### src/common/vmd_pkg.sv
package vmd_pkg;

    // Parameter object sub-indices.
    localparam logic [7:0] IDX_HOLD_DUTY   = 8'h0A;
    localparam logic [7:0] IDX_RUN_DUTY    = 8'h0B;
    localparam logic [7:0] IDX_ACCEL_DUTY  = 8'h0C;
    localparam logic [7:0] IDX_DECEL_DUTY  = 8'h0D;
    localparam logic [7:0] IDX_CROSSOVER   = 8'h0E;
    localparam logic [7:0] IDX_START_SLOPE = 8'h0F;
    localparam logic [7:0] IDX_FINAL_ACCEL = 8'h10;
    localparam logic [7:0] IDX_FINAL_DECEL = 8'h11;
    localparam logic [7:0] IDX_THERMAL     = 8'h12;
    localparam logic [7:0] IDX_STALL_TH    = 8'h13;

    // Field widths.
    localparam int DUTY_W  = 8;
    localparam int SPEED_W = 14;
    localparam int SLOPE_W = 8;
    localparam int THERM_W = 4;
    localparam int DATA_W  = 16;

    // Reset values.
    localparam logic [7:0]  RST_HOLD_DUTY   = 8'h05;
    localparam logic [7:0]  RST_RUN_DUTY    = 8'h07;
    localparam logic [7:0]  RST_ACCEL_DUTY  = 8'h07;
    localparam logic [7:0]  RST_DECEL_DUTY  = 8'h07;
    localparam logic [13:0] RST_CROSSOVER   = 14'h0F05;
    localparam logic [7:0]  RST_START_SLOPE = 8'h0F;
    localparam logic [7:0]  RST_FINAL_ACCEL = 8'h17;
    localparam logic [7:0]  RST_FINAL_DECEL = 8'h17;
    localparam logic [3:0]  RST_THERMAL     = 4'h0;
    localparam logic [15:0] RST_STALL_TH    = 16'h40DA;

    // Stall threshold grid in milliamperes.
    localparam logic [15:0] STALL_STEP_MA  = 16'h03D1;
    localparam logic [5:0]  STALL_CODE_MIN = 6'h01;
    localparam logic [5:0]  STALL_CODE_MAX = 6'h1F;

    // Thermal factor is (THERM_BASE + code) / 2^THERM_SHIFT.
    localparam logic [5:0] THERM_BASE  = 6'h20;
    localparam int         THERM_SHIFT = 5;

    // Scaling of slope times speed onto the duty code.
    localparam int COMP_SHIFT = 12;

    // Speed tick timing.
    localparam int CLK_PERIOD_NS = 10;
    localparam int TICK_NS       = 250;
    localparam int TICK_CYCLES   = (TICK_NS + CLK_PERIOD_NS - 1) / CLK_PERIOD_NS;

    // Motion phase, coded as the motor status field; Gray along hold-accel-run-brake.
    typedef enum logic [1:0] {
        VMD_PH_HOLD  = 2'h0,
        VMD_PH_ACCEL = 2'h1,
        VMD_PH_RUN   = 2'h3,
        VMD_PH_BRAKE = 2'h2
    } vmd_phase_t;

endpackage : vmd_pkg

### src/logic/vmd_pwm.sv
`timescale 1ns/1ps
module vmd_pwm #(
    parameter int DUTY_W = 8
) (
    // Clock and reset.
    input  wire logic              clk_in,
    input  wire logic              sys_rst_in,
    // Control.
    input  wire logic              enable_in,
    input  wire logic [DUTY_W-1:0] duty_in,
    // Modulator output.
    output logic                   pwm_out
);

    logic [DUTY_W-1:0] cnt_q;
    logic [DUTY_W-1:0] cnt_d;
    logic [DUTY_W-1:0] duty_hold_q;
    logic [DUTY_W-1:0] duty_hold_d;
    logic              pwm_q;
    logic              pwm_d;

    // The duty is taken only at the period end so that a change never cuts a pulse short.
    always_comb begin
        cnt_d       = cnt_q + 1'b1;
        duty_hold_d = duty_hold_q;
        if (cnt_q == {DUTY_W{1'b1}}) begin
            duty_hold_d = duty_in;
        end
        pwm_d = enable_in && (cnt_d < duty_hold_d);
    end

    always_ff @(posedge clk_in or posedge sys_rst_in) begin
        if (sys_rst_in) begin
            cnt_q       <= '0;
            duty_hold_q <= '0;
            pwm_q       <= 1'b0;
        end else begin
            cnt_q       <= cnt_d;
            duty_hold_q <= duty_hold_d;
            pwm_q       <= pwm_d;
        end
    end

    assign pwm_out = pwm_q;

endmodule : vmd_pwm

### src/logic/vmd_bemf_comp.sv
`timescale 1ns/1ps
module vmd_bemf_comp #(
    parameter int SPEED_W = 14
) (
    // Operating point.
    input  wire logic [7:0]         duty_level_in,
    input  wire logic [SPEED_W-1:0] speed_in,
    // Curve settings.
    input  wire logic [SPEED_W-1:0] cross_in,
    input  wire logic [7:0]         start_slope_in,
    input  wire logic [7:0]         final_slope_in,
    input  wire logic [3:0]         therm_in,
    // Result.
    output logic [7:0]              duty_out,
    output logic                    above_out
);

    localparam int PW = SPEED_W + 9;

    logic [PW-1:0] seg_lo;
    logic [PW-1:0] seg_hi;
    logic [PW-1:0] sum;
    logic [7:0]    comp;
    logic [13:0]   scaled;
    logic [8:0]    therm_val;

    always_comb begin
        above_out = (speed_in >= cross_in);
        if (above_out) begin
            seg_lo = PW'(start_slope_in) * PW'(cross_in);
            seg_hi = PW'(final_slope_in) * PW'(speed_in - cross_in);
        end else begin
            seg_lo = PW'(start_slope_in) * PW'(speed_in);
            seg_hi = '0;
        end
        sum       = PW'(duty_level_in) + ((seg_lo + seg_hi) >> vmd_pkg::COMP_SHIFT);
        comp      = (sum > PW'(8'hFF)) ? 8'hFF : sum[7:0];
        scaled    = 14'(comp) * 14'(vmd_pkg::THERM_BASE + 6'(therm_in));
        therm_val = scaled[vmd_pkg::THERM_SHIFT +: 9];
        duty_out  = (therm_val > 9'h0FF) ? 8'hFF : therm_val[7:0];
    end

endmodule : vmd_bemf_comp

### src/logic/vmd_drive_params.sv
`timescale 1ns/1ps
module vmd_drive_params #(
    parameter int SPEED_W = vmd_pkg::SPEED_W
) (
    // Clock and reset.
    input  wire logic               clk_in,
    input  wire logic               sys_rst_in,
    // Parameter access port.
    input  wire logic               param_wr_in,
    input  wire logic               param_rd_in,
    input  wire logic [7:0]         param_idx_in,
    input  wire logic [15:0]        param_wdata_in,
    output logic [15:0]             param_rdata_out,
    output logic                    param_ack_out,
    output logic                    param_err_out,
    // Motion state.
    input  wire logic               voltage_mode_in,
    input  wire logic [1:0]         motion_phase_in,
    input  wire logic [SPEED_W-1:0] speed_in,
    // Stall detectors.
    input  wire logic               stall_a_raw_in,
    input  wire logic               stall_b_raw_in,
    output logic                    stall_a_out,
    output logic                    stall_b_out,
    output logic [15:0]             stall_threshold_out,
    // Output stage.
    output logic [7:0]              duty_out,
    output logic                    above_crossover_out,
    output logic                    pwm_out
);

    localparam int TICK_CNT_W = $clog2(vmd_pkg::TICK_CYCLES);
    localparam logic [TICK_CNT_W-1:0] TICK_LAST = TICK_CNT_W'(vmd_pkg::TICK_CYCLES - 1);

    // Decoding of the sub-index is shared by the read and write paths.
    function automatic logic idx_mapped(input logic [7:0] idx);
        idx_mapped = (idx >= vmd_pkg::IDX_HOLD_DUTY) && (idx <= vmd_pkg::IDX_STALL_TH);
    endfunction : idx_mapped

    // Snap a requested current to the grid; out-of-range requests clamp to the ends.
    function automatic logic [15:0] stall_quantize(input logic [15:0] ma);
        logic [15:0] code;
        code = ma / vmd_pkg::STALL_STEP_MA;
        if (code < 16'(vmd_pkg::STALL_CODE_MIN)) begin
            code = 16'(vmd_pkg::STALL_CODE_MIN);
        end else if (code > 16'(vmd_pkg::STALL_CODE_MAX)) begin
            code = 16'(vmd_pkg::STALL_CODE_MAX);
        end
        stall_quantize = 16'(code * vmd_pkg::STALL_STEP_MA);
    endfunction : stall_quantize

    // Parameter storage.
    logic [7:0]         hold_duty_level_q;
    logic [7:0]         hold_duty_level_d;
    logic [7:0]         run_duty_level_q;
    logic [7:0]         run_duty_level_d;
    logic [7:0]         accel_duty_level_q;
    logic [7:0]         accel_duty_level_d;
    logic [7:0]         decel_duty_level_q;
    logic [7:0]         decel_duty_level_d;
    logic [13:0]        comp_crossover_speed_q;
    logic [13:0]        comp_crossover_speed_d;
    logic [7:0]         start_comp_slope_q;
    logic [7:0]         start_comp_slope_d;
    logic [7:0]         final_comp_slope_accel_q;
    logic [7:0]         final_comp_slope_accel_d;
    logic [7:0]         final_comp_slope_decel_q;
    logic [7:0]         final_comp_slope_decel_d;
    logic [3:0]         thermal_comp_factor_q;
    logic [3:0]         thermal_comp_factor_d;
    logic [15:0]        stall_current_threshold_q;
    logic [15:0]        stall_current_threshold_d;

    // Access port answer.
    logic [15:0]        rdata_q;
    logic [15:0]        rdata_d;
    logic               ack_q;
    logic               ack_d;
    logic               err_q;
    logic               err_d;

    // Speed sampling and output state.
    logic [TICK_CNT_W-1:0] tick_cnt_q;
    logic [TICK_CNT_W-1:0] tick_cnt_d;
    logic [SPEED_W-1:0] speed_q;
    logic [SPEED_W-1:0] speed_d;
    logic [7:0]         duty_q;
    logic [7:0]         duty_d;
    logic               above_q;
    logic               above_d;
    logic               stall_a_q;
    logic               stall_a_d;
    logic               stall_b_q;
    logic               stall_b_d;

    vmd_pkg::vmd_phase_t phase;
    logic [7:0]         phase_duty;
    logic [7:0]         phase_final_slope;
    logic [7:0]         comp_duty;
    logic               comp_above;

    // Register writes; a write to an unmapped index changes nothing.
    always_comb begin
        hold_duty_level_d         = hold_duty_level_q;
        run_duty_level_d          = run_duty_level_q;
        accel_duty_level_d        = accel_duty_level_q;
        decel_duty_level_d        = decel_duty_level_q;
        comp_crossover_speed_d    = comp_crossover_speed_q;
        start_comp_slope_d        = start_comp_slope_q;
        final_comp_slope_accel_d  = final_comp_slope_accel_q;
        final_comp_slope_decel_d  = final_comp_slope_decel_q;
        thermal_comp_factor_d     = thermal_comp_factor_q;
        stall_current_threshold_d = stall_current_threshold_q;
        if (param_wr_in) begin
            if (param_idx_in == vmd_pkg::IDX_HOLD_DUTY) begin
                hold_duty_level_d = param_wdata_in[7:0];
            end else if (param_idx_in == vmd_pkg::IDX_RUN_DUTY) begin
                run_duty_level_d = param_wdata_in[7:0];
            end else if (param_idx_in == vmd_pkg::IDX_ACCEL_DUTY) begin
                accel_duty_level_d = param_wdata_in[7:0];
            end else if (param_idx_in == vmd_pkg::IDX_DECEL_DUTY) begin
                decel_duty_level_d = param_wdata_in[7:0];
            end else if (param_idx_in == vmd_pkg::IDX_CROSSOVER) begin
                comp_crossover_speed_d = param_wdata_in[13:0];
            end else if (param_idx_in == vmd_pkg::IDX_START_SLOPE) begin
                start_comp_slope_d = param_wdata_in[7:0];
            end else if (param_idx_in == vmd_pkg::IDX_FINAL_ACCEL) begin
                final_comp_slope_accel_d = param_wdata_in[7:0];
            end else if (param_idx_in == vmd_pkg::IDX_FINAL_DECEL) begin
                final_comp_slope_decel_d = param_wdata_in[7:0];
            end else if (param_idx_in == vmd_pkg::IDX_THERMAL) begin
                thermal_comp_factor_d = param_wdata_in[3:0];
            end else if (param_idx_in == vmd_pkg::IDX_STALL_TH) begin
                stall_current_threshold_d = stall_quantize(param_wdata_in);
            end
        end
    end

    always_ff @(posedge clk_in or posedge sys_rst_in) begin
        if (sys_rst_in) begin
            hold_duty_level_q         <= vmd_pkg::RST_HOLD_DUTY;
            run_duty_level_q          <= vmd_pkg::RST_RUN_DUTY;
            accel_duty_level_q        <= vmd_pkg::RST_ACCEL_DUTY;
            decel_duty_level_q        <= vmd_pkg::RST_DECEL_DUTY;
            comp_crossover_speed_q    <= vmd_pkg::RST_CROSSOVER;
            start_comp_slope_q        <= vmd_pkg::RST_START_SLOPE;
            final_comp_slope_accel_q  <= vmd_pkg::RST_FINAL_ACCEL;
            final_comp_slope_decel_q  <= vmd_pkg::RST_FINAL_DECEL;
            thermal_comp_factor_q     <= vmd_pkg::RST_THERMAL;
            stall_current_threshold_q <= vmd_pkg::RST_STALL_TH;
        end else begin
            hold_duty_level_q         <= hold_duty_level_d;
            run_duty_level_q          <= run_duty_level_d;
            accel_duty_level_q        <= accel_duty_level_d;
            decel_duty_level_q        <= decel_duty_level_d;
            comp_crossover_speed_q    <= comp_crossover_speed_d;
            start_comp_slope_q        <= start_comp_slope_d;
            final_comp_slope_accel_q  <= final_comp_slope_accel_d;
            final_comp_slope_decel_q  <= final_comp_slope_decel_d;
            thermal_comp_factor_q     <= thermal_comp_factor_d;
            stall_current_threshold_q <= stall_current_threshold_d;
        end
    end

    // Read answer one cycle after the request; narrow fields read zero above their width.
    always_comb begin
        rdata_d = rdata_q;
        ack_d   = param_wr_in || param_rd_in;
        err_d   = (param_wr_in || param_rd_in) && !idx_mapped(param_idx_in);
        if (param_rd_in) begin
            if (param_idx_in == vmd_pkg::IDX_HOLD_DUTY) begin
                rdata_d = {8'h00, hold_duty_level_q};
            end else if (param_idx_in == vmd_pkg::IDX_RUN_DUTY) begin
                rdata_d = {8'h00, run_duty_level_q};
            end else if (param_idx_in == vmd_pkg::IDX_ACCEL_DUTY) begin
                rdata_d = {8'h00, accel_duty_level_q};
            end else if (param_idx_in == vmd_pkg::IDX_DECEL_DUTY) begin
                rdata_d = {8'h00, decel_duty_level_q};
            end else if (param_idx_in == vmd_pkg::IDX_CROSSOVER) begin
                rdata_d = {2'h0, comp_crossover_speed_q};
            end else if (param_idx_in == vmd_pkg::IDX_START_SLOPE) begin
                rdata_d = {8'h00, start_comp_slope_q};
            end else if (param_idx_in == vmd_pkg::IDX_FINAL_ACCEL) begin
                rdata_d = {8'h00, final_comp_slope_accel_q};
            end else if (param_idx_in == vmd_pkg::IDX_FINAL_DECEL) begin
                rdata_d = {8'h00, final_comp_slope_decel_q};
            end else if (param_idx_in == vmd_pkg::IDX_THERMAL) begin
                rdata_d = {12'h000, thermal_comp_factor_q};
            end else if (param_idx_in == vmd_pkg::IDX_STALL_TH) begin
                rdata_d = stall_current_threshold_q;
            end else begin
                rdata_d = 16'h0000;
            end
        end
    end

    always_ff @(posedge clk_in or posedge sys_rst_in) begin
        if (sys_rst_in) begin
            rdata_q <= 16'h0000;
            ack_q   <= 1'b0;
            err_q   <= 1'b0;
        end else begin
            rdata_q <= rdata_d;
            ack_q   <= ack_d;
            err_q   <= err_d;
        end
    end

    // Phase selects the duty level and the final slope.
    always_comb begin
        phase             = vmd_pkg::vmd_phase_t'(motion_phase_in);
        phase_final_slope = final_comp_slope_accel_q;
        case (phase)
            vmd_pkg::VMD_PH_HOLD: begin
                phase_duty = hold_duty_level_q;
            end
            vmd_pkg::VMD_PH_ACCEL: begin
                phase_duty = accel_duty_level_q;
            end
            vmd_pkg::VMD_PH_BRAKE: begin
                phase_duty        = decel_duty_level_q;
                phase_final_slope = final_comp_slope_decel_q;
            end
            default: begin
                phase_duty = run_duty_level_q;
            end
        endcase
    end

    vmd_bemf_comp #(
        .SPEED_W        (SPEED_W)
    ) u_bemf_comp (
        .duty_level_in  (phase_duty),
        .speed_in       (speed_q),
        .cross_in       (comp_crossover_speed_q),
        .start_slope_in (start_comp_slope_q),
        .final_slope_in (phase_final_slope),
        .therm_in       (thermal_comp_factor_q),
        .duty_out       (comp_duty),
        .above_out      (comp_above)
    );

    // Speed is sampled once per tick, the unit in which it is expressed.
    always_comb begin
        tick_cnt_d = tick_cnt_q - 1'b1;
        speed_d    = speed_q;
        if (tick_cnt_q == '0) begin
            tick_cnt_d = TICK_LAST;
            speed_d    = speed_in;
        end
        duty_d    = voltage_mode_in ? comp_duty : 8'h00;
        above_d   = voltage_mode_in && comp_above;
        stall_a_d = voltage_mode_in && stall_a_raw_in;
        stall_b_d = voltage_mode_in && stall_b_raw_in;
    end

    always_ff @(posedge clk_in or posedge sys_rst_in) begin
        if (sys_rst_in) begin
            tick_cnt_q <= TICK_LAST;
            speed_q    <= '0;
            duty_q     <= 8'h00;
            above_q    <= 1'b0;
            stall_a_q  <= 1'b0;
            stall_b_q  <= 1'b0;
        end else begin
            tick_cnt_q <= tick_cnt_d;
            speed_q    <= speed_d;
            duty_q     <= duty_d;
            above_q    <= above_d;
            stall_a_q  <= stall_a_d;
            stall_b_q  <= stall_b_d;
        end
    end

    // In current mode the modulator is held off; that stage is driven elsewhere.
    vmd_pwm #(
        .DUTY_W    (vmd_pkg::DUTY_W)
    ) u_pwm (
        .clk_in    (clk_in),
        .sys_rst_in(sys_rst_in),
        .enable_in (voltage_mode_in),
        .duty_in   (duty_q),
        .pwm_out   (pwm_out)
    );

    assign param_rdata_out     = rdata_q;
    assign param_ack_out       = ack_q;
    assign param_err_out       = err_q;
    assign stall_a_out         = stall_a_q;
    assign stall_b_out         = stall_b_q;
    assign stall_threshold_out = stall_current_threshold_q;
    assign duty_out            = duty_q;
    assign above_crossover_out = above_q;

endmodule : vmd_drive_params

### config.mk
export PLATFORM = sky130hd
export DESIGN_NAME = vmd_drive_params
export DESIGN_NICKNAME = d
export VERILOG_FILES = /design/src/common/vmd_pkg.sv /design/src/logic/vmd_pwm.sv /design/src/logic/vmd_bemf_comp.sv /design/src/logic/vmd_drive_params.sv
export SDC_FILE = /design/constraint.sdc
export NUM_CORES = 1
export LEC_CHECK = 0
export ABC_AREA = 0
export BUFFER_PORTS_ARGS = -buffer_cell sky130_fd_sc_hd__buf_2
export CORE_MARGIN = 3
export CORE_UTILIZATION = 30
export CTS_CLUSTER_SIZE = 30
export DETAILED_ROUTE_END_ITERATION = 8
export GPL_ROUTABILITY_DRIVEN = 0
export PLACE_DENSITY_LB_ADDON = 0.3
export SYNTH_ARGS = -nofsm -noshare
export SYNTH_HDL_FRONTEND = slang
export SYNTH_HIERARCHICAL = 1
export SYNTH_SLANG_ARGS = --single-unit
### constraint.sdc
create_clock -name clk_in -period 18 [get_ports clk_in]
set_input_delay 3.6 -clock clk_in [delete_from_list [all_inputs] [get_ports clk_in]]
set_output_delay 3.6 -clock clk_in [all_outputs]
set_load 0.05 [all_outputs]
======== Yosys cells after proc, flatten, opt, wreduce, memory -nomap -nowiden ========
Cells that the tools add are included.
cells by class
  add/subtract/negate cells ............... 6
  reductions and logical operators ........ 20
  equality and inequality tests ........... 13
  magnitude comparators ................... 8
  mux-type cells .......................... 32
  bitwise gates (word level) .............. 9
  multipliers ............................. 5
  div/mod/pow operators ................... 1
operators by type and width
  cell                      number
  $mux W16                  23
  $eq A8 B4 Y1 const B      6
  $mul A8 B14 Y22           2
  $mux W8                   5
  $eq A8 B5 Y1 const B      4
  $pmux W8 S3               1
  $add A22 B23 Y23          1
  $gt A23 B8 Y1 const B     1
  $mul A8 B23 Y23           1
  $mux W23                  1
  $mux W22                  1
  $div A16 B10 Y16 const B  1
  $gt A16 B5 Y1 const B     1
  $lt A16 B1 Y1 const B     1
  $mul A16 B10 Y16 const B  1
  $sub A14 B14 Y15          1
  $ge A14 B14 Y1            1
  $mul A8 B14 Y14           1
  $add A8 B11 Y12           1
  $reduce_and A11 Y1        1
  $reduce_and A10 Y1        1
  $gt A9 B8 Y1 const B      1
  $not A1 Y1                9
  $reduce_and A9 Y1         1
  other kinds (22)          27
storage, ports and cells
  register bits after elaboration ......... 155
  input port bits ......................... 47

======== Depth between registers and ports, before layout ========
Gate-level depths: netlist (run 1).
  word-level depth ........................ 16
  mapped depth ............................ 66
  mapped depth without buffers ............ 66

======== Hierarchy ========
Netlist (run 1), hierarchy kept.
by module, submodules not included
  module            area each (um^2)  cells each  times used  sequential area each (um^2)
  vmd_bemf_comp     14,542.7          1,773       1           0.0
  vmd_drive_params  9,693.0           998         1           3,499.6
  vmd_pwm           837.1             71          1           425.4

======== Least setup slack after synthesis (run 1) ========
Ideal clock, no wire load.
  kind .................................... input -> register
  from .................................... in motion_phase_in[0]
  to ...................................... reg duty_q[4] (netlist: duty_out[4])
  stages .................................. 59
  library setup time ...................... 0.119 ns
  data arrival time ....................... 16.174 ns
  buffers on the path ..................... 3
  slack ................................... 1.707 ns
  cell sequence ........................... clkbuf_1 nand2b_1 clkbuf_1 mux2_2 clkbuf_1 nand2_1 fa_1 inv_1 fa_1 inv_1 fa_1 fa_1 inv_1 ha_1 inv_1 o21bai_1 a21oi_1 nor2b_1 [23 not listed] nor2b_1 fa_1 ha_1 inv_1 fa_1 fa_1 inv_1 ha_1 a21o_1 a21o_1 a21o_1 a21oi_1 nor2b_1 or2_2 a21oi_1 a211o_1 o211ai_1 and2_1
on the way
  word-level cells in the longest chain between the ends .. 12
ends and longest elaborated chain
  what                      RTL line                 text
  start, declared           vmd_drive_params.sv:18   input wire logic [1:0] motion_phase_in,
  $eq A2 B2 Y1 (*)          vmd_drive_params.sv:213  case (phase)
  $mux W8 (*)               vmd_drive_params.sv:213
  net phase_final_slope[2]  vmd_drive_params.sv:98   logic [7:0] phase_final_slope;
  $mul A8 B23 Y23 (*)       vmd_bemf_comp.sv:31      seg_hi = PW'(final_slope_in) * PW'(speed_in - cross_in);
  $mux W23 (*)              vmd_bemf_comp.sv:29      if (above_out) begin
  $add A22 B23 Y23 (*)      vmd_bemf_comp.sv:36      sum = PW'(duty_level_in) + ((seg_lo + seg_hi) >> vmd_pkg::COMP_SHIFT);
  $add A8 B11 Y12 (*)       vmd_bemf_comp.sv:36
  $gt A23 B8 Y1             vmd_bemf_comp.sv:37      comp = (sum > PW'(8'hFF)) ? 8'hFF : sum[7:0];
  $mux W8 (*)               vmd_bemf_comp.sv:37
  $mul A8 B14 Y14 (*)       vmd_bemf_comp.sv:38      scaled = 14'(comp) * 14'(vmd_pkg::THERM_BASE + 6'(therm_in));
  $gt A9 B8 Y1              vmd_bemf_comp.sv:40      duty_out = (therm_val > 9'h0FF) ? 8'hFF : therm_val[7:0];
  $mux W8 (*)               vmd_bemf_comp.sv:40
  net comp_duty[4]          vmd_drive_params.sv:99   logic [7:0] comp_duty;
  $mux W8 (*)               vmd_drive_params.sv:251  duty_d = voltage_mode_in ? comp_duty : 8'h00;
  net duty_d[4]             vmd_drive_params.sv:88   logic [7:0] duty_d;
  end signal, assigned      vmd_drive_params.sv:268  duty_q <= duty_d;
  end, declared             vmd_drive_params.sv:87   logic [7:0] duty_q;
The timed path passes the listed nets; every way through them passes the cells marked *.
A chain may end at the register's enable or synchronous reset.

======== Final worst setup path (run 1) ========
Same ends and word-level chain as after synthesis.

==> flow_results.xml, run 1 <==
<?xml version="1.0" encoding="UTF-8"?>
<metrics>
  <group name="worst_hold_path">
    <metric name="min-delay-path-class" unit="">flop to flop</metric>
  </group>
  <group name="clock_tree">
    <metric name="cts.clk_slew.worst_paths" unit="ns">0.07</metric>
    <metric name="worstSkewPairLatency" unit="ns">0.48</metric>
    <metric name="buffers_from_clock_root_to_sink_at_most" unit="">2</metric>
    <metric name="h_tree_lvls" unit="">4</metric>
    <metric name="cts_tree" unit="">built</metric>
    <metric name="post_cts_resize_count" unit="">0</metric>
    <metric name="cts_hold_repair.buffers" unit="">0</metric>
    <metric name="tritoncts.num_buffers" unit="">17</metric>
    <metric name="cts_root_buf" unit="">sky130_fd_sc_hd__clkbuf_16</metric>
    <metric name="cts.repair_timing.setup_buffer_count" unit="">0</metric>
    <metric name="number_of_sinks_driven_by_the_clock_tree" unit="">155</metric>
  </group>
  <group name="timing">
    <metric name="tightest_slew" unit="ns">1.254</metric>
    <metric name="finalHoldViolations" unit="">0</metric>
    <metric name="final_hold_slack" unit="ns">0.4557</metric>
    <metric name="unrepaired_setup_endpoints_after_global_routing" unit="">no</metric>
    <metric name="setup_viol_count_final" unit="">0</metric>
    <metric name="max_freq" unit="GHz">0.05966</metric>
    <metric name="final.setup.tns" unit="ns">0</metric>
    <metric name="fin_crit_sh" unit="%">93.12</metric>
    <metric name="timing.clock.skew" unit="ns">0.01706</metric>
    <metric name="max_slew_margin" unit="%">15.73</metric>
    <metric name="final.min_clock_period" unit="ns">16.76</metric>
    <metric name="final-max-slew-violation-count" unit="">0</metric>
  </group>
  <group name="cells_and_area">
    <metric name="layout-drive-gt1-share" unit="%">11.43</metric>
    <metric name="stdcell_area" unit="um^2">27200</metric>
    <metric name="flow.area_growth_from_synthesis" unit="%">8.493</metric>
    <metric name="n_fill_cell" unit="">8609</metric>
    <metric name="nets" unit="">3443</metric>
  </group>
  <group name="power">
    <metric name="pwr_density" unit="nW/um^2">77.48</metric>
    <metric name="totalPowerFinal" unit="mW">2.108</metric>
    <metric name="leakage" unit="nW">13.38</metric>
    <metric name="max-vdd-ir-drop" unit="V">0.0001282</metric>
  </group>
  <group name="detailed_routing">
    <metric name="wl_per_cell" unit="um">18.28</metric>
    <metric name="dr_total_vias" unit="">19990</metric>
    <metric name="drc_errors" unit="">0</metric>
    <metric name="drt_pass1_iterations" unit="">7</metric>
    <metric name="vias_per_cell" unit="">5.047</metric>
    <metric name="route.final.wire_length" unit="mm">72.37</metric>
    <metric name="initialDrtViolationCount" unit="">1379</metric>
    <metric name="detail-route-antenna-nets" unit="">0</metric>
  </group>
  <group name="worst_setup_path">
    <metric name="biggest_cell_delay_along_the_critical_path" unit="ns">0.65</metric>
    <metric name="crit_arrival" unit="ns">17.13</metric>
    <metric name="r2r_setup_slack" unit="ns">2.45</metric>
    <metric name="timing.critical_path.to_type" unit="">flop</metric>
    <metric name="worst_path_most_repeated_cell" unit="">sky130_fd_sc_hd__fa_1</metric>
    <metric name="critPathRequiredTime" unit="ns">18.37</metric>
    <metric name="crit_slowest_cell" unit="">sky130_fd_sc_hd__o41ai_1</metric>
    <metric name="critical_path_class" unit="">input pin to flop</metric>
    <metric name="cp-start-kind" unit="">input pin</metric>
    <metric name="timing.critical_path.fanout_max" unit="">15</metric>
  </group>
  <group name="yosys">
    <metric name="synth.cells.most_frequent" unit="">sky130_fd_sc_hd__inv_1 (398), sky130_fd_sc_hd__nand2_1 (293), sky130_fd_sc_hd__fa_1 (268), sky130_fd_sc_hd__ha_1 (253), sky130_fd_sc_hd__and2_1 (191)</metric>
    <metric name="synth_enable_flop_cells" unit="">0</metric>
    <metric name="synth_async_sr_flop_share" unit="%">100.0</metric>
    <metric name="syn_inst" unit="">2842</metric>
    <metric name="synth_warnings" unit="">6</metric>
    <metric name="synth_area" unit="um^2">25070</metric>
    <metric name="post-synth-top-area-fraction" unit="%">21.40</metric>
    <metric name="synth_seq_cells" unit="">155</metric>
    <metric name="synth_most_common_cell" unit="">sky130_fd_sc_hd__inv_1</metric>
    <metric name="synthTopCellsByArea" unit="">sky130_fd_sc_hd__fa_1 (21%), sky130_fd_sc_hd__ha_1 (13%), sky130_fd_sc_hd__dfrtp_1 (12%)</metric>
    <metric name="yosys_most_used_dff" unit="">sky130_fd_sc_hd__dfrtp_1</metric>
    <metric name="synth.yosys.seq_area_share" unit="%">15.65</metric>
    <metric name="synth.distinct_cells" unit="">109</metric>
    <metric name="yosys.area.top_type" unit="">sky130_fd_sc_hd__fa_1</metric>
    <metric name="synth.avg_cell_area" unit="um^2">8.822</metric>
  </group>
  <group name="global_route">
    <metric name="global_route.usage.total" unit="%">17.00</metric>
    <metric name="antenna_found_initial" unit="">3</metric>
    <metric name="grt_pass1_vias" unit="">20280</metric>
    <metric name="grt-ovfl-total" unit="">0</metric>
    <metric name="grt_max_degree" unit="">74</metric>
    <metric name="grt_pass1_wl" unit="mm">116.1</metric>
  </group>
  <group name="run_status">
    <metric name="result_of_the_run" unit="">complete, no violations</metric>
  </group>
  <group name="job">
    <metric name="cap_violations" unit="">0</metric>
  </group>
  <group name="floorplan">
    <metric name="die_y" unit="um">295.1</metric>
    <metric name="width_of_the_die" unit="um">295.1</metric>
    <metric name="core-area" unit="um^2">82370</metric>
    <metric name="placement_rows" unit="">105</metric>
    <metric name="start_util" unit="%">30.44</metric>
    <metric name="io-pin-count" unit="">93</metric>
    <metric name="floorplan.die_area" unit="um^2">87080</metric>
  </group>
  <group name="place">
    <metric name="buffer_ports.inserted" unit="">92</metric>
    <metric name="placedInstanceArea" unit="um^2">26590</metric>
    <metric name="placed_wire_length_estimate_after_detailed_placement" unit="mm">56.58</metric>
  </group>
</metrics>
==> state kept, by name (all words and copies together) (netlist names), 14 cells and up <==
name / flops
stall_threshold_out: 16
comp_crossover_speed_q: 14
speed_q: 14
param_rdata_out: 16
==> per-stage QoR <==
stage,setup slack [ns],cells,utilization (%)
5_1_grt,0.2512,3958,33.02
4_1_cts,1.283,3958,33.02
6_report,1.239,3960,33.02
3_3_place_gp,1.049,3926,32.28
2_1_floorplan,1.707,2854,-
3_5_place_dp,0.8314,3926,32.28
==> cells by family after synthesis <==
family | after synthesis | synth area share, %
and+or+nand+nor | 901 | 18.22
AOI/OAI and AO/OA | 524 | 14.27
adders and majority gates | 522 | 34.06
buffers and inverters | 499 | 7.615
DFF | 155 | 15.65
muxes | 127 | 6.153
xor gates and xnor gates | 112 | 3.997
other | 2 | 0.02995
==> power by group <==
group / switching (mW) / internal (mW) / leakage [nW] / total, mW
Sequential: 0.0512 / 0.377 / 1.95 / 0.429
Clock: 0.187 / 0.202 / 0.288 / 0.389
Combinational: 0.771 / 0.519 / 11.1 / 1.29
Total: 1.01 / 1.10 / 13.4 / 2.11
==> routing by layer <==
| layer | GRT usage (%) | up-vias | wire length [um] |
|---|---|---|---|
| met1 | 23.46 | 9814 | 34200 |
| li1 | - | 9613 | - |
| met3 | 2.772 | 72 | 3328 |
| met4 | 4.336 | 0 | 1457 |
| met5 | 0 | - | 0 |
| met2 | 27.79 | 486 | 33380 |
==> critical path, delay by kind of cell <==
family                   cells  cell delay (ns)
AO/OA/AOI/OAI               22             5.01
XOR/XNOR                     2             0.27
adder cells (fa/ha/maj)     12             5.09
buffers and inverters        6             0.57
multiplexers                 1             0.51
AND/OR/NAND/NOR             12             2.05
==> path summary, 6_finish.rpt <==
| path | startpoint | to | cells after the start |
|---|---|---|---|
| setup reg to reg | comp_crossover_speed_q[4]$_DFFE_PP0P_ | duty_out[4]$_DFF_PP0_ | 60 |
| setup / recovery | motion_phase_in[0] | duty_out[4]$_DFF_PP0_ | 55 |
| hold reg to reg | tick_cnt_q[0]$_DFF_PP0_ | tick_cnt_q[0]$_DFF_PP0_ | 1 |
| hold / removal | tick_cnt_q[0]$_DFF_PP0_ | tick_cnt_q[0]$_DFF_PP0_ | 1 |
| min in group asynchronous | sys_rst_in | u_pwm/duty_hold_q[0]$_DFF_PP0_ | 2 |
| max in group asynchronous | sys_rst_in | stall_threshold_out[8]$_DFFE_PP0P_ | 3 |
==> final cells by class <==
class | count | area (um^2) | area share, %
multi-input combinational | 2200 | 19290 | 70.91
sequential | 155 | 3925 | 14.43
inverter | 400 | 1508 | 5.543
tap | 1070 | 1339 | 4.922
timing repair buffer | 101 | 528.0 | 1.941
clock buffer | 18 | 439.2 | 1.614
clock inverter | 14 | 170.2 | 0.6255
antenna | 2 | 5.005 | 0.01840
==> cells in the final DEF, fill, tap and decap left out, types with 10 or more instances in the layout <==
| master | count |
|---|---|
| sky130_fd_sc_hd__nand4_1 | 10 |
| sky130_fd_sc_hd__xnor2_1 | 73 |
| sky130_fd_sc_hd__o22ai_1 | 11 |
| sky130_fd_sc_hd__mux2_2 | 90 |
| sky130_fd_sc_hd__and2_1 | 191 |
| sky130_fd_sc_hd__nor2b_1 | 48 |
| sky130_fd_sc_hd__dfrtp_1 | 118 |
| sky130_fd_sc_hd__a22oi_1 | 10 |
| sky130_fd_sc_hd__fa_1 | 268 |
| sky130_fd_sc_hd__o211ai_1 | 19 |
| sky130_fd_sc_hd__dfstp_2 | 37 |
| sky130_fd_sc_hd__mux4_2 | 12 |
| sky130_fd_sc_hd__inv_1 | 397 |
| sky130_fd_sc_hd__or3_1 | 16 |
| sky130_fd_sc_hd__a21o_1 | 47 |
| sky130_fd_sc_hd__clkbuf_16 | 17 |
| sky130_fd_sc_hd__or2_2 | 10 |
| sky130_fd_sc_hd__o21a_1 | 22 |
| sky130_fd_sc_hd__a21oi_1 | 115 |
| sky130_fd_sc_hd__mux2i_1 | 23 |
| sky130_fd_sc_hd__nand2_1 | 293 |
| sky130_fd_sc_hd__o21ai_0 | 118 |
| sky130_fd_sc_hd__ha_1 | 253 |
| sky130_fd_sc_hd__nor3_1 | 50 |
| sky130_fd_sc_hd__nand2b_1 | 33 |
| sky130_fd_sc_hd__o31ai_1 | 17 |
| sky130_fd_sc_hd__nand3_1 | 52 |
| sky130_fd_sc_hd__buf_2 | 92 |
| sky130_fd_sc_hd__a211oi_1 | 18 |
| sky130_fd_sc_hd__xor2_1 | 37 |
| sky130_fd_sc_hd__a31oi_1 | 22 |
| sky130_fd_sc_hd__nor2_1 | 131 |
| sky130_fd_sc_hd__conb_1 | 14 |
| sky130_fd_sc_hd__nor4_1 | 11 |
No activity file was read; power rests on OpenSTA's default activity.
==> run 2, diff against run 1 <==
Settings changed: REMOVE_ABC_BUFFERS set to 1.
==> run 2 against run 1 <==
Effect of this change: setup slack better by 0.013 ns; die area stayed put; first-iteration DRC count down 1.3%; sequential share of layout area hardly changed; power is 1.1% lower; largest cell class unchanged.
==> flow_results.xml, run 2 (synthesis results as in run 1) <==
<?xml version="1.0" encoding="UTF-8"?>
<metrics>
  <group name="detailed_routing">
    <metric name="detail-route-antenna-nets" unit="">0</metric>
    <metric name="initialDrtViolationCount" unit="">1361</metric>
    <metric name="vias_per_cell" unit="">5.075</metric>
    <metric name="wl_per_cell" unit="um">18.04</metric>
    <metric name="drt_pass1_iterations" unit="">8</metric>
    <metric name="drc_errors" unit="">0</metric>
    <metric name="dr_total_vias" unit="">20100</metric>
    <metric name="route.final.wire_length" unit="mm">71.45</metric>
  </group>
  <group name="place">
    <metric name="buffer_ports.inserted" unit="">92</metric>
    <metric name="placed_wire_length_estimate_after_detailed_placement" unit="mm">54.95</metric>
    <metric name="placedInstanceArea" unit="um^2">26600</metric>
    <metric name="pre_cts_ws" unit="ns">0.8734</metric>
    <metric name="cell_count_after_placement" unit="">3927</metric>
  </group>
  <group name="worst_setup_path">
    <metric name="cp-start-kind" unit="">input pin</metric>
    <metric name="crit_slowest_cell" unit="">sky130_fd_sc_hd__mux2_2</metric>
    <metric name="critPathRequiredTime" unit="ns">18.38</metric>
    <metric name="crit_arrival" unit="ns">17.13</metric>
    <metric name="timing.critical_path.fanout_max" unit="">15</metric>
    <metric name="biggest_cell_delay_along_the_critical_path" unit="ns">0.54</metric>
    <metric name="critical_path_class" unit="">input pin to flop</metric>
    <metric name="timing.critical_path.to_type" unit="">flop</metric>
    <metric name="worst_path_most_repeated_cell" unit="">sky130_fd_sc_hd__fa_1</metric>
  </group>
  <group name="clock_tree">
    <metric name="cts_hold_repair.buffers" unit="">0</metric>
    <metric name="cts.clk_slew.worst_paths" unit="ns">0.08</metric>
    <metric name="cts.repair_timing.setup_buffer_count" unit="">0</metric>
    <metric name="post_cts_resize_count" unit="">0</metric>
    <metric name="cts_tree" unit="">built</metric>
    <metric name="number_of_sinks_driven_by_the_clock_tree" unit="">155</metric>
    <metric name="h_tree_lvls" unit="">4</metric>
    <metric name="worstSkewPairLatency" unit="ns">0.48</metric>
    <metric name="cts_root_buf" unit="">sky130_fd_sc_hd__clkbuf_16</metric>
    <metric name="tritoncts.num_buffers" unit="">17</metric>
    <metric name="buffers_from_clock_root_to_sink_at_most" unit="">2</metric>
  </group>
  <group name="global_route">
    <metric name="grt_pass1_wl" unit="mm">116.2</metric>
    <metric name="antenna_found_initial" unit="">2</metric>
    <metric name="grt-ovfl-total" unit="">0</metric>
    <metric name="grt_max_degree" unit="">82</metric>
    <metric name="global_route.usage.total" unit="%">16.93</metric>
    <metric name="grt_pass1_vias" unit="">20540</metric>
  </group>
  <group name="floorplan">
    <metric name="die_y" unit="um">295.1</metric>
    <metric name="start_util" unit="%">30.44</metric>
    <metric name="floorplan.die_area" unit="um^2">87080</metric>
    <metric name="core-area" unit="um^2">82370</metric>
    <metric name="placement_rows" unit="">105</metric>
    <metric name="width_of_the_die" unit="um">295.1</metric>
    <metric name="io-pin-count" unit="">93</metric>
  </group>
  <group name="cells_and_area">
    <metric name="layout-drive-gt1-share" unit="%">11.46</metric>
    <metric name="final_common_cell" unit="">sky130_fd_sc_hd__inv_1</metric>
    <metric name="most-common-layout-cells" unit="">sky130_fd_sc_hd__inv_1 (397), sky130_fd_sc_hd__nand2_1 (293), sky130_fd_sc_hd__fa_1 (268), sky130_fd_sc_hd__ha_1 (253), sky130_fd_sc_hd__and2_1 (191)</metric>
    <metric name="nets" unit="">3444</metric>
    <metric name="instances_no_fill" unit="">3961</metric>
    <metric name="flow.area_growth_from_synthesis" unit="%">8.399</metric>
    <metric name="postLayoutCoreUtil" unit="%">32.99</metric>
    <metric name="stdcell_area" unit="um^2">27180</metric>
  </group>
  <group name="timing">
    <metric name="tightest_slew" unit="ns">1.274</metric>
    <metric name="final_hold_slack" unit="ns">0.4586</metric>
    <metric name="setup_viol_count_final" unit="">0</metric>
    <metric name="setup_ws" unit="ns">1.252</metric>
    <metric name="final.setup.tns" unit="ns">0</metric>
    <metric name="unrepaired_setup_endpoints_after_global_routing" unit="">no</metric>
    <metric name="max_freq" unit="GHz">0.05971</metric>
    <metric name="final-max-slew-violation-count" unit="">0</metric>
    <metric name="finalHoldViolations" unit="">0</metric>
    <metric name="max_slew_margin" unit="%">15.08</metric>
    <metric name="final.min_clock_period" unit="ns">16.75</metric>
    <metric name="fin_crit_sh" unit="%">93.04</metric>
    <metric name="timing.clock.skew" unit="ns">0.01744</metric>
  </group>
  <group name="power">
    <metric name="clkPwrFrac" unit="%">17.9</metric>
    <metric name="power.net_switching" unit="mW">1.003</metric>
    <metric name="pwr_density" unit="nW/um^2">76.66</metric>
    <metric name="switching_share" unit="%">48.14</metric>
    <metric name="totalPowerFinal" unit="mW">2.084</metric>
    <metric name="sequentialPowerShare" unit="%">20.3</metric>
    <metric name="leakage" unit="nW">13.37</metric>
    <metric name="cellInternalPower" unit="mW">1.080</metric>
    <metric name="max-vdd-ir-drop" unit="V">0.0001738</metric>
    <metric name="p_comb_share" unit="%">61.8</metric>
  </group>
  <group name="job">
    <metric name="cap_violations" unit="">0</metric>
  </group>
  <group name="worst_hold_path">
    <metric name="min-delay-path-class" unit="">flop to flop</metric>
  </group>
  <group name="run_status">
    <metric name="result_of_the_run" unit="">complete, no violations</metric>
  </group>
</metrics>
## run 2: power by group through the flow
stage,sequential [mW],combinational [mW],clock (mW)
CTS,0.424,1.30,0.386
finish,0.424,1.29,0.372
detailed placement,0.430,1.29,0
floorplan,0.458,0.939,0
global route,0.428,1.48,0.398
global placement,0.432,1.28,0
## run 2: path summary, 6_finish.rpt
path                                              start                             end  slack, ns  depth (start not counted)
min in group asynchronous                    sys_rst_in  u_pwm/duty_hold_q[4]$_DFF_PP0_       3.24                          2
worst max register to register   speed_q[4]$_DFFE_PP0P_           duty_out[4]$_DFF_PP0_       2.86                         59
worst min register to register  tick_cnt_q[0]$_DFF_PP0_         tick_cnt_q[0]$_DFF_PP0_       0.46                          1
max in group asynchronous                    sys_rst_in         tick_cnt_q[2]$_DFF_PP0_      13.39                          3
worst min-delay path            tick_cnt_q[0]$_DFF_PP0_         tick_cnt_q[0]$_DFF_PP0_       0.46                          1
worst max-delay path                 motion_phase_in[0]           duty_out[4]$_DFF_PP0_       1.25                         56
## run 2: critical path, delay by kind of cell
family | cells | cell delay [ns]
buf+inv | 7 | 0.57
mux | 2 | 0.76
xor+xnor | 2 | 0.41
compound gates | 20 | 4.38
simple gates | 13 | 2.23
fa+ha+maj | 12 | 5.16
## run 2: final cells by class
| cell class | instances | area (um^2) |
|---|---|---|
| sequential | 155 | 3925 |
| multi-input combinational | 2200 | 19290 |
| tap | 1070 | 1339 |
| fill | 8585 | 55190 |
| inverter | 400 | 1508 |
| clock inverter | 15 | 152.6 |
| timing repair buffer | 102 | 535.5 |
| antenna | 2 | 5.005 |
| clock buffer | 17 | 425.4 |
## run 2: layer usage
layer	vias up	track usage [%]	share of wire (%)
li1	9596	-	-
met1	10030	23.23	46
met2	430	28.47	48
met3	49	2.133	4.1
met4	0	3.997	1.7
met5	-	0	0
